## config.mk

```make
export PLATFORM = sky130hd
export DESIGN_NAME = checksum_crc_accelerator
export DESIGN_NICKNAME = d
export VERILOG_FILES = /design/src/common/accel_pkg.sv /design/src/verilog/accel_pair_buffer.sv /design/src/verilog/checksum_crc_accelerator.sv
export SDC_FILE = /design/constraint.sdc
export NUM_CORES = 1
export LEC_CHECK = 0
export ABC_AREA = 1
export BUFFER_PORTS_ARGS = -buffer_cell sky130_fd_sc_hd__buf_2
export CELL_PAD_IN_SITES_DETAIL_PLACEMENT = 0
export CELL_PAD_IN_SITES_GLOBAL_PLACEMENT = 2
export CORE_AREA = 2 2 178 355
export DETAILED_ROUTE_END_ITERATION = 10
export DIE_AREA = 0 0 180 357
export PLACE_DENSITY_LB_ADDON = 0.1
export SLEW_MARGIN = 10
export SYNTH_ARGS = -nofsm -noshare
export SYNTH_HDL_FRONTEND = slang
export SYNTH_SLANG_ARGS = --single-unit
export TNS_END_PERCENT = 20
```

## constraint.sdc

```tcl
create_clock -name aclk -period 6.4 [get_ports aclk]
set_clock_uncertainty 0.1 [all_clocks]
set_input_delay 0.32 -clock aclk [delete_from_list [all_inputs] [get_ports aclk]]
set_output_delay 0.32 -clock aclk [all_outputs]
set_load 0.01 [all_outputs]
```

## src/common/accel_pkg.sv

```systemverilog
// constants and types of the checksum and crc accelerator
package accel_pkg;

  // ============================================================
  // register map (index, byte address is four times it)
  localparam int             ADDR_W      = 18;
  localparam logic [15:0]    CFG_INDEX   = 16'ha078;
  localparam logic [15:0]    DATA0_INDEX = 16'ha07c;
  localparam logic [15:0]    DATA1_INDEX = 16'ha07d;
  localparam logic [15:0]    DATA2_INDEX = 16'ha07e;
  localparam logic [15:0]    DATA3_INDEX = 16'ha07f;
  localparam logic [ADDR_W-1:0] CFG_ADDR   = {CFG_INDEX, 2'b00};
  localparam logic [ADDR_W-1:0] DATA0_ADDR = {DATA0_INDEX, 2'b00};
  localparam logic [ADDR_W-1:0] DATA1_ADDR = {DATA1_INDEX, 2'b00};
  localparam logic [ADDR_W-1:0] DATA2_ADDR = {DATA2_INDEX, 2'b00};
  localparam logic [ADDR_W-1:0] DATA3_ADDR = {DATA3_INDEX, 2'b00};

  // ============================================================
  // configuration fields and reset values
  localparam int          ALG_LSB    = 0;
  localparam int          SEED_BIT   = 3;
  localparam int          CARRY_BIT  = 4;
  localparam int          REV_BIT    = 5;
  localparam int          WIDTH_LSB  = 6;
  localparam logic [7:0]  CFG_RESET  = 8'h00;
  localparam logic [31:0] DATA_RESET = 32'h0000_0000;
  localparam logic [1:0]  RESP_OKAY  = 2'h0;
  localparam logic [1:0]  RESP_SLVERR = 2'h2;
  localparam int          BUF_DEPTH  = 2;

  // ============================================================
  // algorithms, polynomials and seeds
  typedef enum logic [2:0] {
    ALG_OFF    = 3'h0,
    ALG_SUM8   = 3'h1,
    ALG_SUM32  = 3'h2,
    ALG_CRC16A = 3'h3,
    ALG_CRC16B = 3'h4,
    ALG_CRC32  = 3'h5,
    ALG_RSVD   = 3'h6,
    ALG_CLEAR  = 3'h7
  } algo_e;

  localparam logic [31:0] POLY_CRC16A = 32'h0000_8005;
  localparam logic [31:0] POLY_CRC16B = 32'h0000_1021;
  localparam logic [31:0] POLY_CRC32  = 32'h04c1_1db7;
  localparam logic [31:0] SEED_SUM    = 32'h0000_0000;
  localparam logic [31:0] SEED_CRC16  = 32'h0000_ffff;
  localparam logic [31:0] SEED_CRC32  = 32'hffff_ffff;

  // ============================================================
  // buffered work items and engine states
  typedef enum logic [1:0] {
    ENT_DATA  = 2'h0,
    ENT_SEED  = 2'h1,
    ENT_CLEAR = 2'h2
  } entry_kind_e;

  typedef struct packed {
    entry_kind_e kind;
    logic [1:0]  nbytes;
    logic [31:0] word;
  } entry_s;

  typedef enum logic [1:0] {
    ST_IDLE = 2'b01,
    ST_RUN  = 2'b10
  } eng_state_e;

endpackage : accel_pkg

```

## src/verilog/accel_pair_buffer.sv

```systemverilog
// small valid/ready buffer between the register port and the engine
`timescale 1ns/1ps
`default_nettype none

module accel_pair_buffer
  import accel_pkg::*;
#(
  parameter int WIDTH = 36,
  parameter int DEPTH = 2
) (
  input  wire logic             aclk,
  input  wire logic             aresetn,
  input  wire logic             in_valid,
  output logic                  in_ready,
  input  wire logic [WIDTH-1:0] in_data,
  output logic                  out_valid,
  input  wire logic             out_ready,
  output logic      [WIDTH-1:0] out_data
);

  localparam int PW = (DEPTH > 1) ? $clog2(DEPTH) : 1;
  localparam int CW = $clog2(DEPTH + 1);

  logic [WIDTH-1:0] mem [DEPTH];
  logic [PW-1:0]    wr_ptr;
  logic [PW-1:0]    rd_ptr;
  logic [CW-1:0]    count;
  logic             push;
  logic             pop;

  assign in_ready  = (count != CW'(DEPTH));
  assign out_valid = (count != '0);
  assign out_data  = mem[rd_ptr];
  assign push      = in_valid & in_ready;
  assign pop       = out_valid & out_ready;

  // ============================================================
  // storage
  always_ff @(posedge aclk) begin
    if (push) begin
      mem[wr_ptr] <= in_data;
    end
  end

  // ============================================================
  // pointers and fill level
  always_ff @(posedge aclk) begin
    if (!aresetn) begin
      wr_ptr <= '0;
      rd_ptr <= '0;
      count  <= '0;
    end else begin
      if (push) begin
        wr_ptr <= (wr_ptr == PW'(DEPTH - 1)) ? '0 : wr_ptr + 1'b1;
      end
      if (pop) begin
        rd_ptr <= (rd_ptr == PW'(DEPTH - 1)) ? '0 : rd_ptr + 1'b1;
      end
      if (push && !pop) begin
        count <= count + 1'b1;
      end else if (pop && !push) begin
        count <= count - 1'b1;
      end
    end
  end

endmodule : accel_pair_buffer

`default_nettype wire

```

## src/verilog/checksum_crc_accelerator.sv

```systemverilog
// checksum and crc accelerator with an axi4-lite register port
//
// Register access over AXI4-Lite is this design's own decision.
`timescale 1ns/1ps
`default_nettype none

module checksum_crc_accelerator
  import accel_pkg::*;
(
  input  wire logic              aclk,
  input  wire logic              aresetn,
  input  wire logic [ADDR_W-1:0] awaddr,
  input  wire logic [2:0]        awprot,
  input  wire logic              awvalid,
  output logic                   awready,
  input  wire logic [31:0]       wdata,
  input  wire logic [3:0]        wstrb,
  input  wire logic              wvalid,
  output logic                   wready,
  output logic [1:0]             bresp,
  output logic                   bvalid,
  input  wire logic              bready,
  input  wire logic [ADDR_W-1:0] araddr,
  input  wire logic [2:0]        arprot,
  input  wire logic              arvalid,
  output logic                   arready,
  output logic [31:0]            rdata,
  output logic [1:0]             rresp,
  output logic                   rvalid,
  input  wire logic              rready
);

  localparam int ENTRY_W = $bits(entry_s);

  // configuration
  logic [1:0]  input_width_select;
  logic        reverse_order;
  logic        carry_discard;
  logic        seed_entry;
  algo_e       algorithm_select;

  // write channel holding
  logic [ADDR_W-1:0] wr_addr;
  logic [7:0]        wr_byte;
  logic              wr_lane0;
  logic [31:8]       data_hold;

  // engine
  eng_state_e  state;
  logic [31:0] acc;
  logic        carry;
  logic [31:0] cur_word;
  logic [1:0]  cur_last;
  logic [1:0]  lane;
  logic [32:0] step_out;
  logic [7:0]  step_byte;
  logic [1:0]  step_lane;
  logic        busy;

  // buffer
  entry_s      push_entry;
  entry_s      pop_entry;
  logic        push_valid;
  logic        push_ready;
  logic        pop_valid;
  logic        pop_ready;
  logic        commit;
  logic        needs_push;
  logic        is_data0;
  logic        is_clear;
  logic [31:0] engine_input_word;

  // ============================================================
  // helpers
  function automatic logic [31:0] width_mask(input logic [1:0] w);
    logic [31:0] m;
    m = 32'h0000_0000;
    for (int i = 0; i < 32; i++) begin
      m[i] = (i < (int'(w) + 1) * 8);
    end
    return m;
  endfunction : width_mask

  function automatic logic [31:0] mirror(input logic [31:0] d, input logic [1:0] w);
    logic [31:0] r;
    int          n;
    r = 32'h0000_0000;
    n = (int'(w) + 1) * 8;
    for (int i = 0; i < 32; i++) begin
      if (i < n) begin
        r[i] = d[n - 1 - i];
      end
    end
    return r;
  endfunction : mirror

  // one byte through the selected algorithm, returns {carry, value}
  function automatic logic [32:0] step(
    input algo_e      a,
    input logic [31:0] v,
    input logic        c,
    input logic [7:0]  b,
    input logic [1:0]  k,
    input logic        nc
  );
    logic [32:0] sum;
    logic [31:0] crc;
    logic [31:0] poly;
    logic        cin;
    logic        fb;
    int          top;
    sum  = 33'h0_0000_0000;
    crc  = v;
    poly = POLY_CRC16A;
    cin  = c & ~nc;
    fb   = 1'b0;
    top  = 15;
    case (a)
      ALG_SUM8: begin
        sum = 33'(v[7:0]) + 33'(b) + 33'(cin);
        return {sum[8], 24'h00_0000, sum[7:0]};
      end
      ALG_SUM32: begin
        // carry from the last word only enters at the lowest lane
        sum = {1'b0, v} + (33'(b) << {k, 3'b000}) + 33'((k == 2'd0) & cin);
        return {((k != 2'd0) & c) | sum[32], sum[31:0]};
      end
      ALG_CRC16A, ALG_CRC16B, ALG_CRC32: begin
        if (a == ALG_CRC16B) begin
          poly = POLY_CRC16B;
        end else if (a == ALG_CRC32) begin
          poly = POLY_CRC32;
          top  = 31;
        end
        for (int i = 0; i < 8; i++) begin
          fb  = crc[top] ^ b[i];
          crc = crc << 1;
          if (fb) begin
            crc = crc ^ poly;
          end
        end
        if (a != ALG_CRC32) begin
          crc[31:16] = 16'h0000;
        end
        return {c, crc};
      end
      default: begin
        return {c, v};
      end
    endcase
  endfunction : step

  function automatic logic [31:0] default_seed(input algo_e a);
    case (a)
      ALG_CRC16A, ALG_CRC16B: default_seed = SEED_CRC16;
      ALG_CRC32:              default_seed = SEED_CRC32;
      default:                default_seed = SEED_SUM;
    endcase
  endfunction : default_seed

  // ============================================================
  // write decode
  assign is_data0   = (wr_addr == DATA0_ADDR) & wr_lane0;
  assign is_clear   = (wr_addr == CFG_ADDR) & wr_lane0 & (wr_byte[2:0] == ALG_CLEAR);
  assign needs_push = is_data0 | is_clear;
  // a full buffer holds the write response back
  assign commit     = !awready & !wready & !bvalid & (!needs_push | push_ready);
  assign push_valid = !awready & !wready & !bvalid & needs_push;

  always_comb begin
    engine_input_word = {data_hold, wr_byte} & width_mask(input_width_select);
    if (reverse_order && !seed_entry) begin
      engine_input_word = mirror(engine_input_word, input_width_select);
    end
    push_entry.nbytes = input_width_select;
    push_entry.word   = engine_input_word;
    if (is_clear) begin
      push_entry.kind = ENT_CLEAR;
    end else if (seed_entry) begin
      push_entry.kind = ENT_SEED;
    end else begin
      push_entry.kind = ENT_DATA;
    end
  end

  // ============================================================
  // axi write channels
  always_ff @(posedge aclk) begin
    if (!aresetn) begin
      awready  <= 1'b1;
      wready   <= 1'b1;
      bvalid   <= 1'b0;
      bresp    <= RESP_OKAY;
      wr_addr  <= '0;
      wr_byte  <= 8'h00;
      wr_lane0 <= 1'b0;
    end else begin
      if (awvalid && awready) begin
        awready <= 1'b0;
        wr_addr <= awaddr;
      end
      if (wvalid && wready) begin
        wready   <= 1'b0;
        wr_byte  <= wdata[7:0];
        wr_lane0 <= wstrb[0];
      end
      if (commit) begin
        bvalid <= 1'b1;
        case (wr_addr)
          CFG_ADDR, DATA0_ADDR, DATA1_ADDR, DATA2_ADDR, DATA3_ADDR: bresp <= RESP_OKAY;
          default: bresp <= RESP_SLVERR;
        endcase
      end
      if (bvalid && bready) begin
        bvalid  <= 1'b0;
        awready <= 1'b1;
        wready  <= 1'b1;
      end
    end
  end

  // ============================================================
  // configuration register
  always_ff @(posedge aclk) begin
    if (!aresetn) begin
      input_width_select <= CFG_RESET[WIDTH_LSB +: 2];
      reverse_order      <= CFG_RESET[REV_BIT];
      carry_discard      <= CFG_RESET[CARRY_BIT];
      seed_entry         <= CFG_RESET[SEED_BIT];
      algorithm_select   <= algo_e'(CFG_RESET[ALG_LSB +: 3]);
    end else if (commit && wr_lane0 && wr_addr == CFG_ADDR) begin
      input_width_select <= wr_byte[WIDTH_LSB +: 2];
      reverse_order      <= wr_byte[REV_BIT];
      carry_discard      <= wr_byte[CARRY_BIT];
      seed_entry         <= wr_byte[SEED_BIT];
      if (wr_byte[ALG_LSB +: 3] != ALG_CLEAR) begin
        algorithm_select <= algo_e'(wr_byte[ALG_LSB +: 3]);
      end
    end
  end

  // ============================================================
  // upper data bytes wait here for the low byte
  always_ff @(posedge aclk) begin
    if (!aresetn) begin
      data_hold <= DATA_RESET[31:8];
    end else if (commit && wr_lane0) begin
      case (wr_addr)
        DATA1_ADDR: data_hold[15:8]  <= wr_byte;
        DATA2_ADDR: data_hold[23:16] <= wr_byte;
        DATA3_ADDR: data_hold[31:24] <= wr_byte;
        default:    data_hold        <= data_hold;
      endcase
    end
  end

  accel_pair_buffer #(
    .WIDTH (ENTRY_W),
    .DEPTH (BUF_DEPTH)
  ) u_buffer (
    .aclk      (aclk),
    .aresetn   (aresetn),
    .in_valid  (push_valid),
    .in_ready  (push_ready),
    .in_data   (push_entry),
    .out_valid (pop_valid),
    .out_ready (pop_ready),
    .out_data  (pop_entry)
  );

  // ============================================================
  // engine: one byte per clock, the first byte in the pop cycle
  assign pop_ready = (state == ST_IDLE);
  assign step_byte = (state == ST_IDLE) ? pop_entry.word[7:0] : cur_word[{lane, 3'b000} +: 8];
  assign step_lane = (state == ST_IDLE) ? 2'd0 : lane;
  assign step_out  = step(algorithm_select, acc, carry, step_byte, step_lane, carry_discard);
  assign busy      = pop_valid | (state == ST_RUN);

  always_ff @(posedge aclk) begin
    if (!aresetn) begin
      state    <= ST_IDLE;
      acc      <= DATA_RESET;
      carry    <= 1'b0;
      cur_word <= 32'h0000_0000;
      cur_last <= 2'd0;
      lane     <= 2'd0;
    end else begin
      case (state)
        ST_IDLE: begin
          if (pop_valid) begin
            case (pop_entry.kind)
              ENT_CLEAR: begin
                acc   <= default_seed(algorithm_select);
                carry <= 1'b0;
              end
              ENT_SEED: begin
                acc <= pop_entry.word;
              end
              default: begin
                // an engine that is off or reserved drops the word
                if (algorithm_select inside {ALG_SUM8, ALG_SUM32, ALG_CRC16A, ALG_CRC16B, ALG_CRC32}) begin
                  acc   <= step_out[31:0];
                  carry <= step_out[32];
                  if (pop_entry.nbytes != 2'd0) begin
                    cur_word <= pop_entry.word;
                    cur_last <= pop_entry.nbytes;
                    lane     <= 2'd1;
                    state    <= ST_RUN;
                  end
                end
              end
            endcase
          end
        end
        ST_RUN: begin
          acc   <= step_out[31:0];
          carry <= step_out[32];
          lane  <= lane + 2'd1;
          if (lane == cur_last) begin
            state <= ST_IDLE;
          end
        end
        default: begin
          state <= ST_IDLE;
        end
      endcase
    end
  end

  // ============================================================
  // axi read channels
  always_ff @(posedge aclk) begin
    if (!aresetn) begin
      arready <= 1'b1;
      rvalid  <= 1'b0;
      rdata   <= 32'h0000_0000;
      rresp   <= RESP_OKAY;
    end else begin
      if (arvalid && arready) begin
        arready <= 1'b0;
        rvalid  <= 1'b1;
        rresp   <= RESP_OKAY;
        case (araddr)
          CFG_ADDR: begin
            rdata <= {24'h00_0000, input_width_select, reverse_order, carry_discard,
                      seed_entry, 2'b00, busy};
          end
          DATA0_ADDR: rdata <= {24'h00_0000, acc[7:0]};
          DATA1_ADDR: rdata <= {24'h00_0000, acc[15:8]};
          DATA2_ADDR: rdata <= {24'h00_0000, acc[23:16]};
          DATA3_ADDR: rdata <= {24'h00_0000, acc[31:24]};
          default: begin
            rdata <= 32'h0000_0000;
            rresp <= RESP_SLVERR;
          end
        endcase
      end
      if (rvalid && rready) begin
        rvalid  <= 1'b0;
        arready <= 1'b1;
      end
    end
  end

endmodule : checksum_crc_accelerator

`default_nettype wire

```

; ---- Word-level counts from Yosys, hierarchy flattened
; Memory sizes are Yosys's and may differ from the RTL's. A register that Yosys moved wholly into a read port is not among the register bits.
; Cells that the tools add are included.
; Widths: inputs -> output; s select.
[totals]
ff_bits = 175
ramBits = 72
inputBits = 85
wordCells = 457
n_memories = 1
[mem_list]
columns = name, words, word_bits, read_ports, rd_clocked_by_memory_dff, wr, line
row1 = u_buffer.mem, 2, 36, 1, 1, 1, accel_pair_buffer.sv:24  ; logic [WIDTH-1:0] mem [DEPTH];
[classes]
n_addsub = 42
magnitude_cmp = 65
n_eq_ne = 32
shift = 2
muxes = 211
n_bitwise = 36
n_reduce_logical = 40
[op_table]
columns = op, n
row1 = $lt 32x7->1 const B, 31
row2 = $mux 32, 20
row3 = $xor 32x32->32, 8
row4 = $bmux 1 s5, 40
row5 = $pmux 32 s2, 3
row6 = $eq 18x18->1 const B, 10
row7 = $sub 7x6->8 const B, 16
row8 = $mux 1, 121
row9 = $pmux 33 s3, 1
row10 = $lt 5x6->1 const A, 16
row11 = $sub 7x5->8 const B, 8
row12 = $mux 27, 2
row13 = $lt 4x6->1 const A, 8
row14 = $pmux 8 s5, 1
row15 = $add 32x33->33, 1
row16 = $add 33x1->33, 1
row17 = $shl 8x5->33, 1
row18 = $and 32x32->32, 1
row19 = $shiftx 32x6->8, 1
row20 = $sub 7x4->8 const B, 4
row21 = $mux 2, 15
row22 = $lt 3x6->1 const A, 4
row23 = $mux 16, 1
row24 = $sub 7x3->8 const B, 2
row25 = 42 further kinds, 112

; ---- Logic depth before layout (Yosys ltp)
; Gate-level depths: netlist of the first run.
[logic_depth]
ltp_word = 57
mapped_depth = 40

; ---- Hierarchy
; From an unflattened synthesis of the first run, not the netlist that was laid out.
[hier_totals]
cells_unflattened = 2157
hier_area_um2 = 15522.4
[modules_own_cells]
columns = mod, instances, cells_per_inst, area_per_inst_um2, seq_area_each_um2
row1 = checksum_crc_accelerator, 1, 2008, 12530.8, 2902.8
row2 = accel_pair_buffer, 1, 149, 2991.6, 2262.2

; ---- Worst setup path after synthesis of the first run
; OpenSTA, ideal clock, no wires.
[synth_timing]
path_kind = register to register
from = register state[1]
to = register carry
t_arrival_ns = 5.194
required_ns = 6.230
path_slack_ns = 1.036
stages_incl_launch_ff = 34
path_buffers = 2
cell_sequence = dfxtp_1 inv_1 ha_1 clkbuf_1 clkbuf_1 nor2_1 nor2_1 clkinv_1 nor2_1 fa_1 inv_1 fa_1 o31ai_1 and2_1 nor2_1 nor2_1 nor2_1 o21ai_0 a21oi_1 inv_1 a21oi_1 nor4_1 nor2_1 o21ai_0 inv_1 o21ai_0 nand2_1 inv_1 o21ai_0 nor2_1 a31oi_1 o2111ai_1 o221ai_1 a21oi_1
[synth_via]
elab_chain_cells = 11
elab_cells_between_ends = 24
cone_classes = 4 x add/sub / 5 x eq/ne / 1 x shift / 7 x mux / 3 x bitwise / 4 x reduce/logical
[synth_lines]
columns = element, line
row1 = from (decl), checksum_crc_accelerator.sv:49  ; eng_state_e state;
row2 = from (signal assigned), checksum_crc_accelerator.sv:281  ; state <= ST_IDLE;
row3 = from (signal assigned), checksum_crc_accelerator.sv:308  ; state <= ST_RUN;
row4 = from (signal assigned), checksum_crc_accelerator.sv:320  ; state <= ST_IDLE;
row5 = $eq 2x1->1 *, -
row6 = named net pop_ready, checksum_crc_accelerator.sv:66  ; logic pop_ready;
row7 = $mux 8 / $mux 2 (equally long branches), "checksum_crc_accelerator.sv:274, checksum_crc_accelerator.sv:275"
row8 = $shl 8x5->33 / $logic_not 2->1 (equally long branches), checksum_crc_accelerator.sv:125  ; sum = {1'b0, v} + (33'(b) << {k, 3'b000}) + 33'((k == 2'd0) & cin);
row9 = $add 32x33->33 / $and 1x1->1 (equally long branches), checksum_crc_accelerator.sv:125
row10 = $add 33x1->33, checksum_crc_accelerator.sv:125
row11 = $or 1x1->1, checksum_crc_accelerator.sv:126  ; return {((k != 2'd0) & c) | sum[32], sum[31:0]};
row12 = $pmux 33 s3, checksum_crc_accelerator.sv:118  ; case (a)
row13 = $mux 1, checksum_crc_accelerator.sv:301  ; if (algorithm_select inside {ALG_SUM8, ALG_SUM32, ALG_CRC16A, ALG_CRC16B, ALG_CRC32}) begin
row14 = $pmux 1 s2, checksum_crc_accelerator.sv:291  ; case (pop_entry.kind)
row15 = $mux 1, checksum_crc_accelerator.sv:290  ; if (pop_valid) begin
row16 = $pmux 1 s2, checksum_crc_accelerator.sv:288  ; case (state)
row17 = to (signal assigned), checksum_crc_accelerator.sv:303  ; carry <= step_out[32];
row18 = to (signal assigned), checksum_crc_accelerator.sv:317  ; carry <= step_out[32];
row19 = to (decl), checksum_crc_accelerator.sv:51  ; logic carry;
; Mark *: on every way through the listed nets, which the timed path passes. The rest lies on a longest branch. The select of a mux whose other input is x is not followed.
; A chain may end at the register's enable or synchronous reset.

; ---- Worst setup path after layout of the first run
[layout_timing]
from = register lane[1]
to = register carry
[layout_via]
elab_chain_cells = 11
elab_cells_between_ends = 18
cone_classes = 4 x add/sub / 2 x shift / 7 x mux / 3 x bitwise / 2 x reduce/logical
[layout_lines]
columns = element, line
row1 = from (decl), checksum_crc_accelerator.sv:54  ; logic [1:0] lane;
row2 = from (signal assigned), checksum_crc_accelerator.sv:318  ; lane <= lane + 2'd1;
row3 = $shiftx 32x6->8, checksum_crc_accelerator.sv:274  ; assign step_byte = (state == ST_IDLE) ? pop_entry.word[7:0] : cur_word[{lane, 3'b000} +: 8];
row4 = $mux 8, checksum_crc_accelerator.sv:274
row5 = $shl 8x5->33, checksum_crc_accelerator.sv:125
row6 = $add 32x33->33, checksum_crc_accelerator.sv:125
row7 = $add 33x1->33, checksum_crc_accelerator.sv:125
row8 = $or 1x1->1, checksum_crc_accelerator.sv:126
row9 = $pmux 33 s3 *, checksum_crc_accelerator.sv:118
row10 = $mux 1, checksum_crc_accelerator.sv:301
row11 = $pmux 1 s2, checksum_crc_accelerator.sv:291
row12 = $mux 1, checksum_crc_accelerator.sv:290
row13 = $pmux 1 s2 *, checksum_crc_accelerator.sv:288
; Mark *: on every way between the ends. The rest lies on a longest branch, timed or not. The select of a mux whose other input is x is not followed.

==> reports/summary.log, run 1 <==
[outcome] result of the run finished clean
[drt] per-cell via count in the routed design 4.79
[yosys] Yosys warnings 0
[die] area enclosed by the die boundary 64300 µm²
[yosys] area of the mapped netlist 15300 µm²
[global_route] GRT Resource Usage Total 20.4%
[job] number of violations of the max-capacitance limit 0
[yosys] post-synth top area share 19.7%
[yosys] flip-flop and latch count after synthesis 222
[global_route] fraction of met2 tracks used by global routing 36.6%
[placement] # port buffers 66
[timing] maximum clock rate 0.172 GHz
[critical_path] Crit path buffers/inverters 7
[finish] area used by sequential logic in the layout 5170 µm²
[global_route] GRT overflow 0
[yosys] most instantiated library cell after synthesis nand2_1
[power_and_ir_drop] Worst IR Drop VDD 0.319 mV
[finish] fraction of layout instances using a drive strength above 1 10.5%
[yosys] simple-gate area share of the yosys netlist 24.5%
[cts] clk_lat worst skew 600 ps
[cts] Max Buffers Root-to-Sink 3
[critical_path] classification of the worst setup path reg2reg
[global_route] global-route wire length before repair 97.5 mm
[drt] Detailed Route Iter0 Violations 905
[critical_path] CP startpoint kind flip-flop
[timing] max-slew violation count 0
[finish] number of fill cells 6831
[yosys] Synth area leader dfxtp_1
[hold_path] HP Class in2reg
[yosys] number of enable-type register cells in the synthesized netlist 72
[global_route] GR peak layer met2
[global_route] initial antenna violation count 2
[drt] wire per inst 21.9 µm
[timing] fin crit share 90.8%
[cts] cell chosen for the clock root clkbuf_16
[die] Die Wd 180 µm
[critical_path] Largest stage delay, worst path 430 ps
[die] number of ports placed on the die boundary 126
[yosys] mux share of post-synthesis cell area 1.70%
[die] Die Y 357 µm
[critical_path] element type at the critical path end flip-flop
[timing] Total Neg Setup Slack 0 ps
[yosys] number of cells produced by synthesis 2173
[drt] vias post-DR 14600
[critical_path] required time of the critical path 6830 ps
[yosys] dominant cells by area after synthesis dfxtp_1 (20%), edfxtp_1 (14%), o21ai_0 (8.7%)
[placement] sum of net half-perimeters after detailed placement 51.7 mm
[timing] RSZ-0062 raised after global routing false
[cts] total number of clock tree sinks 222
[drt] residual DRC count 0
[yosys] Synth Area in Adders 4.30%
[power_and_ir_drop] Leak Pwr 7.12 nW
[finish] Area Growth Syn to Fin 16.0%
[critical_path] crit path DAT 6240 ps
[critical_path] maximum fanout along the worst path 13
[yosys] portion of the post-synthesis area used by sequential elements 33.9%
[critical_path] cell type group with the largest total delay on the critical path compound AO/OA/AOI/OAI gates
[global_route] met3 capacity usage during global routing 1.83%
[yosys] async set-reset flop share out of synthesis 0%
[global_route] pin count of the biggest net entering global routing 79
[yosys] cell types with the highest counts after synthesis nand2_1 (310), o21ai_0 (266), inv_1 (264), nor2_1 (262), a21oi_1 (175)
[timing] fin crit period 5810 ps
[timing] total setup violations reported at the end of the flow 0
[cts] H-tree levels 1
[cts] Clock Pin Slew Worst Setup and Hold Paths 70 ps
[finish] # diodes 0
[power_and_ir_drop] power density over the cells 484 nW/µm²
[yosys] flip-flop cell with the highest count after synthesis dfxtp_1
[global_route] number of global-route vias before repair 14400
[yosys] xor/xnor share of the synthesized area 4.13%
[finish] layout net count 2378
[timing] transition at the pin with the smallest max-transition slack 1100 ps
[global_route] grt met1 use 26.0%
[critical_path] most used cell along the critical path nor2_1
[power_and_ir_drop] total chip power 8.57 mW
[cts] TritonCTS clock tree built
[drt] total iterations of the first detailed-routing run 5
[cts] number of buffers inserted by post-CTS setup repair 0
[die] effective utilization at floorplan 24.8%
[critical_path] Critical-path top delay cell fa_1
[drt] final wirelength 66.6 mm
[placement] placer congestion estimate 0.850
[cts] clock buffers created by TritonCTS 27
[finish] multi-input combinational cell area 8580 µm²
[yosys] dominant combinational cell family by area after synthesis simple AND/OR/NAND/NOR gates
[die] standard cell core area 61500 µm²
[yosys] syn_area_per_cell 7.02 µm²
[yosys] number of distinct library cell variants in the gate-level netlist after synthesis 57
[die] Rows 129
[timing] number of hold-slack violations in the final timing report 0
[drt] residual antenna-violating net count after detailed routing 0
[yosys] Compound-Gate Fraction of Synth Area 20.7%
[timing] worst-case headroom to the max-slew limit 26.3%
worst register-to-register path, delay by kind of cell (launching register included):
| kind | cells | cell delay, ps |
|---|---|---|
| adder cells (fa/ha/maj) | 1 | 430 |
| AND/OR/NAND/NOR | 10 | 1530 |
| buffers and inverters | 7 | 980 |
| flip-flops | 1 | 370 |
| AO/OA/AOI/OAI | 14 | 2370 |
per-layer routing:
layer / vias up / part of all wire [%]
met2: 299 / 49
met1: 6816 / 45
met5: - / 0.033
met3: 70 / 3.2
met4: 4 / 2.6
li1: 7424 / -
report_power, final:
group          total (mW)  internal [mW]  switching [mW]  leakage, nW
combinational        5.26           1.55            3.71         4.78
sequential           1.60           1.51          0.0903         1.88
clock                1.71          0.986           0.720        0.454
total                8.57           4.04            4.52         7.12
worst paths after layout:
path	from	end	slack (ps)	cells past startpoint
setup reg to reg	lane[1]$_SDFFE_PN0P_	carry$_SDFFE_PN0P_	590	32
setup / recovery	lane[1]$_SDFFE_PN0P_	carry$_SDFFE_PN0P_	590	32
hold / removal	arvalid	rdata[1]$_SDFFE_PN0P_	110	4
hold reg to reg	data_hold[25]$_SDFFE_PN0P_	data_hold[25]$_SDFFE_PN0P_	350	2
state kept, by name, indices dropped and copies added (netlist names), 2 cells and up, named ones only:
register,count
algorithm_select,3
data_hold,24
wr_addr,18
u_buffer.count,2
input_width_select,2
state,2
u_buffer.mem,72
acc,32
cur_word,32
lane,2
cur_last,2
wr_byte,8
rdata,8
logic make-up (layout without fill, tap and decap cells):
family | Yosys count | after routing
compound gates | 570 | 570
xor+xnor | 71 | 71
flops | 222 | 222
buf+inv | 396 | 462
fa+ha+maj | 50 | 50
simple gates | 838 | 838
mux | 25 | 25
other cells | 1 | 26
cells in the final DEF, fill, tap and decap left out, types with 26 or more instances in the layout:
cell type	n
inv_1	263
ha_1	46
dlygate4sd3_1	29
dfxtp_1	148
nor3_1	32
buf_4	46
xor2_1	66
nand3_1	148
a21oi_1	175
o21ai_0	265
a211oi_1	28
buf_2	66
clkbuf_16	27
nand2_1	310
edfxtp_1	72
nor2_1	260
conb_1	26
repair_timing:
| action | 4_1_cts | 5_1_grt |
|---|---|---|
| gates resized for setup | 0 | 8 |
| endpoints found under the hold margin | 32 | 0 |
| endpoints found under the setup margin | 0 | 4 |
| hold buffers | 29 | 0 |
cell type report:
cell class	count	area share [%]
clock buffer	27	3.82
clock inverter	23	1.62
inverter	271	5.79
multi-input combinational	1580	48.5
sequential	222	29.2
tap	786	5.56
timing repair buffer	141	5.46
per-stage QoR:
step / worst slack (ps) / area [µm²] / utilization (%) / cells / hold WS [ps]
after floorplan: 1040 / 15300 / - / 2198 / 324
after global placement: 383 / 16400 / 26.7 / 2971 / 338
after detailed placement: 251 / 16400 / 26.7 / 2971 / 339
after CTS: 244 / 17700 / 28.7 / 3050 / 115
after global routing: 23.8 / 17700 / 28.8 / 3050 / 120
final: 590 / 17700 / 28.8 / 3050 / 109
No activity file was read; power rests on OpenSTA's default activity.
==> run 2, diff against run 1 <==
--- a/config.mk
+++ b/config.mk
@@ -9,12 +9,13 @@
 export BUFFER_PORTS_ARGS = -buffer_cell sky130_fd_sc_hd__buf_2
 export CELL_PAD_IN_SITES_DETAIL_PLACEMENT = 0
 export CELL_PAD_IN_SITES_GLOBAL_PLACEMENT = 2
-export CORE_AREA = 2 2 178 355
+export CORE_AREA = 2 2 180 358
 export DETAILED_ROUTE_END_ITERATION = 10
-export DIE_AREA = 0 0 180 357
+export DIE_AREA = 0 0 182 360
 export PLACE_DENSITY_LB_ADDON = 0.1
 export SLEW_MARGIN = 10
 export SYNTH_ARGS = -nofsm -noshare
 export SYNTH_HDL_FRONTEND = slang
+export SYNTH_HIERARCHICAL = 1
 export SYNTH_SLANG_ARGS = --single-unit
 export TNS_END_PERCENT = 20
==> run 2 against run 1 <==
The run now ends with negative hold slack left. Total power fell by 63%. Sequential share of layout area down 0.53 points. First-iteration DRC count is 5.4% lower. Critical path depth grew 1. Synthesized cell count fell by 0.74%. Clock-buffer cell count increased by 6. Register-to-register slack got worse by 140 ps. Worst hold slack worse by 120 ps. Flip-flop and latch count unchanged. Sequential power is 7% lower. Via count rose by 3.3%. Critical path type unchanged. Largest cell class unchanged.
==> reports/summary.log, run 2 <==
[outcome] result of the run finished with violations
[outcome] failing checks negative hold slack
[timing] RSZ-0062 raised after global routing false
[timing] fin crit share 93.0% [+2.2 points]
[drt] residual antenna-violating net count after detailed routing 0 [unchanged]
[finish] number of fill cells 6914 [+1.2%]
[drt] per-cell via count in the routed design 4.93 [+3.0%]
[yosys] syn_area_per_cell 7.20 µm² [+2.5%]
[drt] residual DRC count 0 [unchanged]
[yosys] async set-reset flop share out of synthesis 0% [unchanged]
[global_route] initial antenna violation count 0 [-2]
[yosys] Synth area leader dfxtp_1
[timing] total setup violations reported at the end of the flow 0 [unchanged]
[yosys] Yosys warnings 6 [+6]
[critical_path] classification of the worst setup path reg2reg
[yosys] flip-flop cell with the highest count after synthesis dfxtp_1
[critical_path] Critical-path top delay cell dfxtp_1
[finish] leading cell type in the layout, fill and taps excluded nand2_1
[yosys] dominant cells by area after synthesis dfxtp_1 (19%), edfxtp_1 (14%), nand2_1 (8.2%)
[placement] placer congestion estimate 0.871 [+2.5%]
[global_route] pin count of the biggest net entering global routing 78 [-1.3%]
[finish] multi-input combinational cell area 8970 µm² [+4.5%]
[placement] # port buffers 66 [unchanged]
[finish] area used by sequential logic in the layout 5170 µm² [about the same]
[cts] number of buffers inserted by post-CTS setup repair 0 [unchanged]
[die] effective utilization at floorplan 24.7% [-0.079 points]
[global_route] GRT overflow 0 [unchanged]
[global_route] global-route wire length before repair 104 mm [+6.7%]
[timing] Total Neg Setup Slack 0 ps [unchanged]
[placement] sum of net half-perimeters after detailed placement 58.9 mm [+14%]
[die] area enclosed by the die boundary 65500 µm² [+2.0%]
[finish] largest reg by FF count u_buffer/mem
[timing] maximum clock rate 0.168 GHz [-2.4%]
[yosys] cell types with the highest counts after synthesis nand2_1 (338), nor2_1 (269), o21ai_0 (251), inv_1 (224), nand3_1 (152)
[critical_path] most used cell along the critical path nand2_1
[timing] worst-case headroom to the max-slew limit 27.4% [+1.2 points]
[timing] transition at the pin with the smallest max-transition slack 1090 ps [-17.5 ps]
[critical_path] cell type group with the largest total delay on the critical path compound AO/OA/AOI/OAI gates
[yosys] portion of the post-synthesis area used by sequential elements 33.3% [-0.59 points]
[finish] max reg flops 72 [unchanged]
[drt] wire per inst 23.6 µm [+8.1%]
[critical_path] Largest stage delay, worst path 370 ps [-60 ps]
[cts] H-tree levels 1 [unchanged]
[die] number of ports placed on the die boundary 126 [unchanged]
[cts] Max Buffers Root-to-Sink 3 [unchanged]
[finish] layout net count 2385 [+0.29%]
[cts] total number of clock tree sinks 222 [unchanged]
[finish] Area Growth Syn to Fin 16.0% [about the same]
[power_and_ir_drop] Leak Pwr 7.30 nW [+2.5%]
[drt] total iterations of the first detailed-routing run 5 [unchanged]
[yosys] number of enable-type register cells in the synthesized netlist 72 [unchanged]
[die] Rows 130 [+0.78%]
[global_route] number of global-route vias before repair 15200 [+5.8%]
[yosys] post-synth top area share 19.3% [-0.34 points]
[critical_path] required time of the critical path 6740 ps [-90 ps]
[job] number of violations of the max-capacitance limit 0 [unchanged]
[power_and_ir_drop] power density over the cells 177 nW/µm² [-64%]
[die] Die Wd 182 µm [+1.1%]
[power_and_ir_drop] Worst IR Drop VDD 0.155 mV [-51%]
[finish] largest registers u_buffer/mem x72, acc x32, cur_word x32
[timing] fin crit period 5950 ps [+144 ps]
[cts] cell chosen for the clock root clkbuf_16
[yosys] area of the mapped netlist 15500 µm² [+1.8%]
[drt] Detailed Route Iter0 Violations 856 [-5.4%]
[die] standard cell core area 62800 µm² [+2.1%]
[critical_path] crit path DAT 6290 ps [+50 ps]
[cts] Clock Pin Slew Worst Setup and Hold Paths 70 ps [about the same]
[critical_path] maximum fanout along the worst path 14 [+1]
[yosys] number of cells produced by synthesis 2157 [-0.74%]
[hold_path] HP Class in2reg
[cts] clock buffers created by TritonCTS 25 [-7.4%]
[yosys] number of distinct library cell variants in the gate-level netlist after synthesis 58 [+1.8%]
[drt] final wirelength 72.3 mm [+8.5%]
[critical_path] Crit path buffers/inverters 3 [-4]
[critical_path] CP startpoint kind flip-flop
[yosys] most instantiated library cell after synthesis nand2_1
[finish] fraction of layout instances using a drive strength above 1 13.5% [+3.0 points]
[finish] # diodes 0 [unchanged]
[global_route] GRT Resource Usage Total 21.8% [+1.4 points]
[cts] clk_lat worst skew 570 ps [-30 ps]
[finish] leading cell types in the layout, fill and taps excluded nand2_1 (338), nor2_1 (265), o21ai_0 (249), inv_1 (222), nand3_1 (152)
[timing] max-slew violation count 0 [unchanged]
[cts] TritonCTS clock tree built
[drt] vias post-DR 15100 [+3.3%]
[die] Die Y 360 µm [+0.84%]
[critical_path] element type at the critical path end flip-flop
[timing] number of hold-slack violations in the final timing report 1 [+1]
[yosys] flip-flop and latch count after synthesis 222 [unchanged]
[timing] minimum hold slack -12.3 ps [-121 ps]
## run 2: kinds of logic (layout without fill, tap and decap cells)
family                   Yosys count  after routing  share of synthesized area, %
AND/OR/NAND/NOR                  877            877                          25.4
AO/OA/AOI/OAI                    542            542                          19.7
buffers and inverters            355            441                          9.87
flip-flops                       222            222                          33.3
XOR/XNOR                          71             71                          4.01
adder cells (fa/ha/maj)           50             50                          4.22
multiplexers                      39             39                          3.54
other                              1             26                        0.0242
## run 2: cell type report
| cell class | count | share of cell area (%) |
|---|---|---|
| multi-input combinational | 1605 | 49.8 |
| sequential | 222 | 28.7 |
| timing repair buffer | 166 | 6.52 |
| tap | 792 | 5.50 |
| inverter | 230 | 4.81 |
| clock buffer | 33 | 3.81 |
| clock inverter | 12 | 0.848 |
## run 2: worst register-to-register path, delay by kind of cell, from the launching register on
family                   cells  cell delay (ps)
AO/OA/AOI/OAI               19             3790
AND/OR/NAND/NOR             10              810
buffers and inverters        3              490
flip-flops                   1              370
adder cells (fa/ha/maj)      1              270
## run 2: layer usage
layer	up-vias	wire length [µm]	GRT usage, %
met2	324	43100	47.1
met3	134	1790	1.80
met4	0	4590	12.1
met5	-	0	0
li1	7439	-	-
met1	7198	22800	18.8
## run 2: final timing paths
path	slack, ps	to	from	cells after the start
setup / recovery	450	acc[31]$_SDFFE_PN0P_	lane[1]$_SDFFE_PN0P_	33
hold / removal	-10	wr_byte[5]$_SDFFE_PN0P_	wdata[5]	3
setup reg to reg	450	acc[31]$_SDFFE_PN0P_	lane[1]$_SDFFE_PN0P_	33
hold reg to reg	350	data_hold[24]$_SDFFE_PN0P_	data_hold[24]$_SDFFE_PN0P_	2
## run 2: power by group
part | internal [mW] | leakage [nW] | switching (mW)
Combinational | 0.0518 | 5.02 | 0.0982
Sequential | 1.47 | 1.88 | 0.0203
Clock | 0.878 | 0.401 | 0.666
Total | 2.40 | 7.30 | 0.785
## run 2: per-stage QoR
step	util, %	cell area [µm²]	cells	power (mW)	setup slack (ps)
3_3_place_gp	26.9	16900	2988	1.66	361
4_1_cts	28.7	18000	3060	3.24	357
5_1_grt	28.7	18000	3060	3.30	19.7
6_report	28.7	18000	3060	3.18	446
2_1_floorplan	-	15600	2182	1.60	852
3_5_place_dp	26.9	16900	2988	1.66	369
## run 2: repair_timing
action / in CTS / in global routing
hold buffers: 27 / 0
endpoints found under the hold margin: 29 / 0
setup endpoints to repair: 0 / 3
gates resized for setup: 0 / 6
==> run 3, diff against run 2 <==
--- a/config.mk
+++ b/config.mk
@@ -9,13 +9,13 @@
 export BUFFER_PORTS_ARGS = -buffer_cell sky130_fd_sc_hd__buf_2
 export CELL_PAD_IN_SITES_DETAIL_PLACEMENT = 0
 export CELL_PAD_IN_SITES_GLOBAL_PLACEMENT = 2
-export CORE_AREA = 2 2 180 358
+export CORE_AREA = 2 2 151 301
+export CTS_BUF_LIST = sky130_fd_sc_hd__clkbuf_16
 export DETAILED_ROUTE_END_ITERATION = 10
-export DIE_AREA = 0 0 182 360
+export DIE_AREA = 0 0 153 303
 export PLACE_DENSITY_LB_ADDON = 0.1
 export SLEW_MARGIN = 10
 export SYNTH_ARGS = -nofsm -noshare
 export SYNTH_HDL_FRONTEND = slang
-export SYNTH_HIERARCHICAL = 1
 export SYNTH_SLANG_ARGS = --single-unit
 export TNS_END_PERCENT = 20
==> run 3 against run 2 <==
The flow now finishes without violations. Critical path type unchanged. Clock power shrank 14%. Final cell count decreased by 7.5%. Combinational power grew to 36 times the previous value. Die area down 29%. Clock-buffer cell count down 10. Critical path depth grew 2. Largest power group is now combinational logic.
==> reports/summary.log, run 3 (synthesis results as in run 1) <==
[placement] sum of net half-perimeters after detailed placement 50.6 mm [-14%]
[die] effective utilization at floorplan 34.6% [+9.9 points]
[die] area enclosed by the die boundary 46400 µm² [-29%]
[die] standard cell core area 44100 µm² [-30%]
[drt] wire per inst 22.2 µm [-6.0%]
[timing] number of hold-slack violations in the final timing report 0 [-1]
[finish] Area Growth Syn to Fin 13.2%
[hold_path] HP Class in2reg
[global_route] global-route wire length before repair 91.9 mm [-12%]
[finish] leading cell type in the layout, fill and taps excluded nand2_1
[placement] area after detailed placement 16300 µm² [-3.6%]
[finish] Final Instance Area 17300 µm² [-4.1%]
[global_route] pin count of the biggest net entering global routing 79 [+1.3%]
[placement] # port buffers 66 [unchanged]
[global_route] GRT overflow 0 [unchanged]
[critical_path] reg-to-reg endpoint acc[30]$_SDFFE_PN0P_
[critical_path] crit path DAT 6230 ps [-60 ps]
[outcome] result of the run finished clean
[die] Rows 109 [-16%]
[job] number of violations of the max-capacitance limit 0 [unchanged]
[timing] minimum hold slack 53.0 ps [+65.3 ps]
[critical_path] CP startpoint kind flip-flop
[global_route] GRT Resource Usage Total 26.5% [+4.7 points]
[placement] worst setup timing slack at the placement stage 499 ps [+129 ps]
[drt] uppermost signal routing layer after detailed routing met4
[timing] Total Neg Setup Slack 0 ps [unchanged]
[critical_path] Critical-path top delay cell dfxtp_1
[timing] RSZ-0062 raised after global routing false
[timing] worst setup margin 550 ps [+105 ps]
[critical_path] maximum fanout along the worst path 12 [-2]
[timing] fin crit period 5850 ps [-105 ps]
[finish] Layout Cells excl Fill 2830 [-7.5%]
[finish] layout net count 2394 [+0.38%]
[drt] detailed-route wire length on metal 1 20.2 mm [-12%]
[critical_path] Worst setup startpoint lane[0]$_SDFFE_PN0P_
[cts] total number of clock tree sinks 222 [unchanged]
[global_route] number of global-route vias before repair 14700 [-3.7%]
[finish] largest reg by FF count u_buffer.mem
[power_and_ir_drop] total chip power 8.29 mW [+160%]
[timing] max-slew violation count 0 [unchanged]
[finish] leading cell types in the layout, fill and taps excluded nand2_1 (310), o21ai_0 (266), inv_1 (265), nor2_1 (259), a21oi_1 (175)
[cts] Max Buffers Root-to-Sink 3 [unchanged]
[timing] total setup violations reported at the end of the flow 0 [unchanged]
[hold_path] Hold Path Depth 3 [unchanged]
[critical_path] Largest stage delay, worst path 420 ps [+50 ps]
[critical_path] Crit path buffers/inverters 9 [+6]
[critical_path] element type at the critical path end flip-flop
[timing] transition at the pin with the smallest max-transition slack 1160 ps [+73.5 ps]
[finish] largest registers u_buffer.mem x72, acc x32, cur_word x32
[cts] cell chosen for the clock root clkbuf_16
[drt] per-cell via count in the routed design 5.31 [+7.7%]
[critical_path] Reg2Reg Setup Slack 550 ps [+100 ps]
[cts] clk_lat worst skew 550 ps [-20 ps]
[cts] clock buffers created by TritonCTS 23 [-8.0%]
[hold_path] HP Start wdata[3]
[finish] number of fill cells 4755 [-31%]
[critical_path] reg2reg path depth 35 [+6.1%]
[drt] residual antenna-violating net count after detailed routing 0 [unchanged]
[finish] end-of-flow core utilization 39.2% [+11 points]
[timing] worst-case headroom to the max-slew limit 22.6% [-4.8 points]
[power_and_ir_drop] Worst IR Drop VDD 0.425 mV [+170%]
[critical_path] classification of the worst setup path reg2reg
[critical_path] required time of the critical path 6780 ps [+40 ps]
[cts] TritonCTS clock tree built
[cts] number of buffers inserted by post-CTS setup repair 0 [unchanged]
[drt] final wirelength 62.9 mm [-13%]
[power_and_ir_drop] Leak Pwr 7.12 nW [-2.5%]
[global_route] initial antenna violation count 0 [unchanged]
[placement] number of placed instances, taps included 2762 [-7.6%]
[placement] placer congestion estimate 0.960 [+10%]
[power_and_ir_drop] power density over the cells 480 nW/µm² [+170%]
[finish] fraction of layout instances using a drive strength above 1 10.9% [-2.6 points]
[drt] Detailed Route Iter0 Violations 846 [-1.2%]
[drt] total iterations of the first detailed-routing run 5 [unchanged]
[drt] met3 routed wirelength 1.82 mm [+1.6%]
[die] Die Wd 153 µm [-16%]
[cts] H-tree levels 1 [unchanged]
[critical_path] cell type group with the largest total delay on the critical path compound AO/OA/AOI/OAI gates
[hold_path] WHS Endpoint wr_byte[3]$_SDFFE_PN0P_
[drt] vias post-DR 15000 [-0.38%]
[die] number of ports placed on the die boundary 126 [unchanged]
[timing] maximum clock rate 0.171 GHz [+1.8%]
[critical_path] launch instance of the worst register-to-register path lane[0]$_SDFFE_PN0P_
[drt] met2 wirelength from detailed routing 34.4 mm [-20%]
[drt] residual DRC count 0 [unchanged]
[die] Die Y 303 µm [-16%]
[finish] max reg flops 72 [unchanged]
[timing] fin crit share 91.4% [-1.6 points]
[cts] Clock Pin Slew Worst Setup and Hold Paths 80 ps [about the same]
[finish] # diodes 0 [unchanged]
run 3: metal layers:
metal	global-route usage (%)	vias up
met5	0	-
met3	2.14	186
li1	-	7437
met4	23.4	0
met2	52.1	391
met1	24.0	7023
run 3: what timing repair did:
action | CTS | global route
hold buffers | 27 | 0
endpoints found under the setup margin | 0 | 2
gates resized for setup | 0 | 2
endpoints found under the hold margin | 30 | 0
run 3: how the worst max path moves through the flow:
stage | endpoint | slack (ps) | cells past startpoint
after floorplan | carry$_SDFFE_PN0P_ | 1040 | 33
after global placement | carry$_SDFFE_PN0P_ | 460 | 34
after detailed placement | acc[30]$_SDFFE_PN0P_ | 500 | 35
after CTS | acc[30]$_SDFFE_PN0P_ | 480 | 35
after global routing | acc[30]$_SDFFE_PN0P_ | 30 | 35
final | acc[30]$_SDFFE_PN0P_ | 550 | 35
run 3: area by class of cell:
cell class                 instances  area, µm²  area share [%]
timing repair buffer             161       1110            6.43
clock inverter                    18        136           0.790
clock buffer                      23        576            3.33
sequential                       222       5170            29.9
tap                              555        694            4.02
multi-input combinational       1580       8570            49.6
inverter                         271       1020            5.89
run 3: power breakdown:
part | total [mW] | leakage, nW | internal, mW | switching (mW)
Sequential | 1.59 | 1.88 | 1.51 | 0.0794
Combinational | 5.37 | 4.89 | 1.61 | 3.75
Clock | 1.33 | 0.347 | 0.679 | 0.653
run 3: worst register-to-register path: cells and delay by family (launching register included):
kind / cells / cell delay, ps
AOI/OAI and AO/OA: 10 / 1860
and+or+nand+nor: 14 / 1740
DFF: 1 / 420
adders and majority gates: 2 / 630
buffers and inverters: 9 / 1040
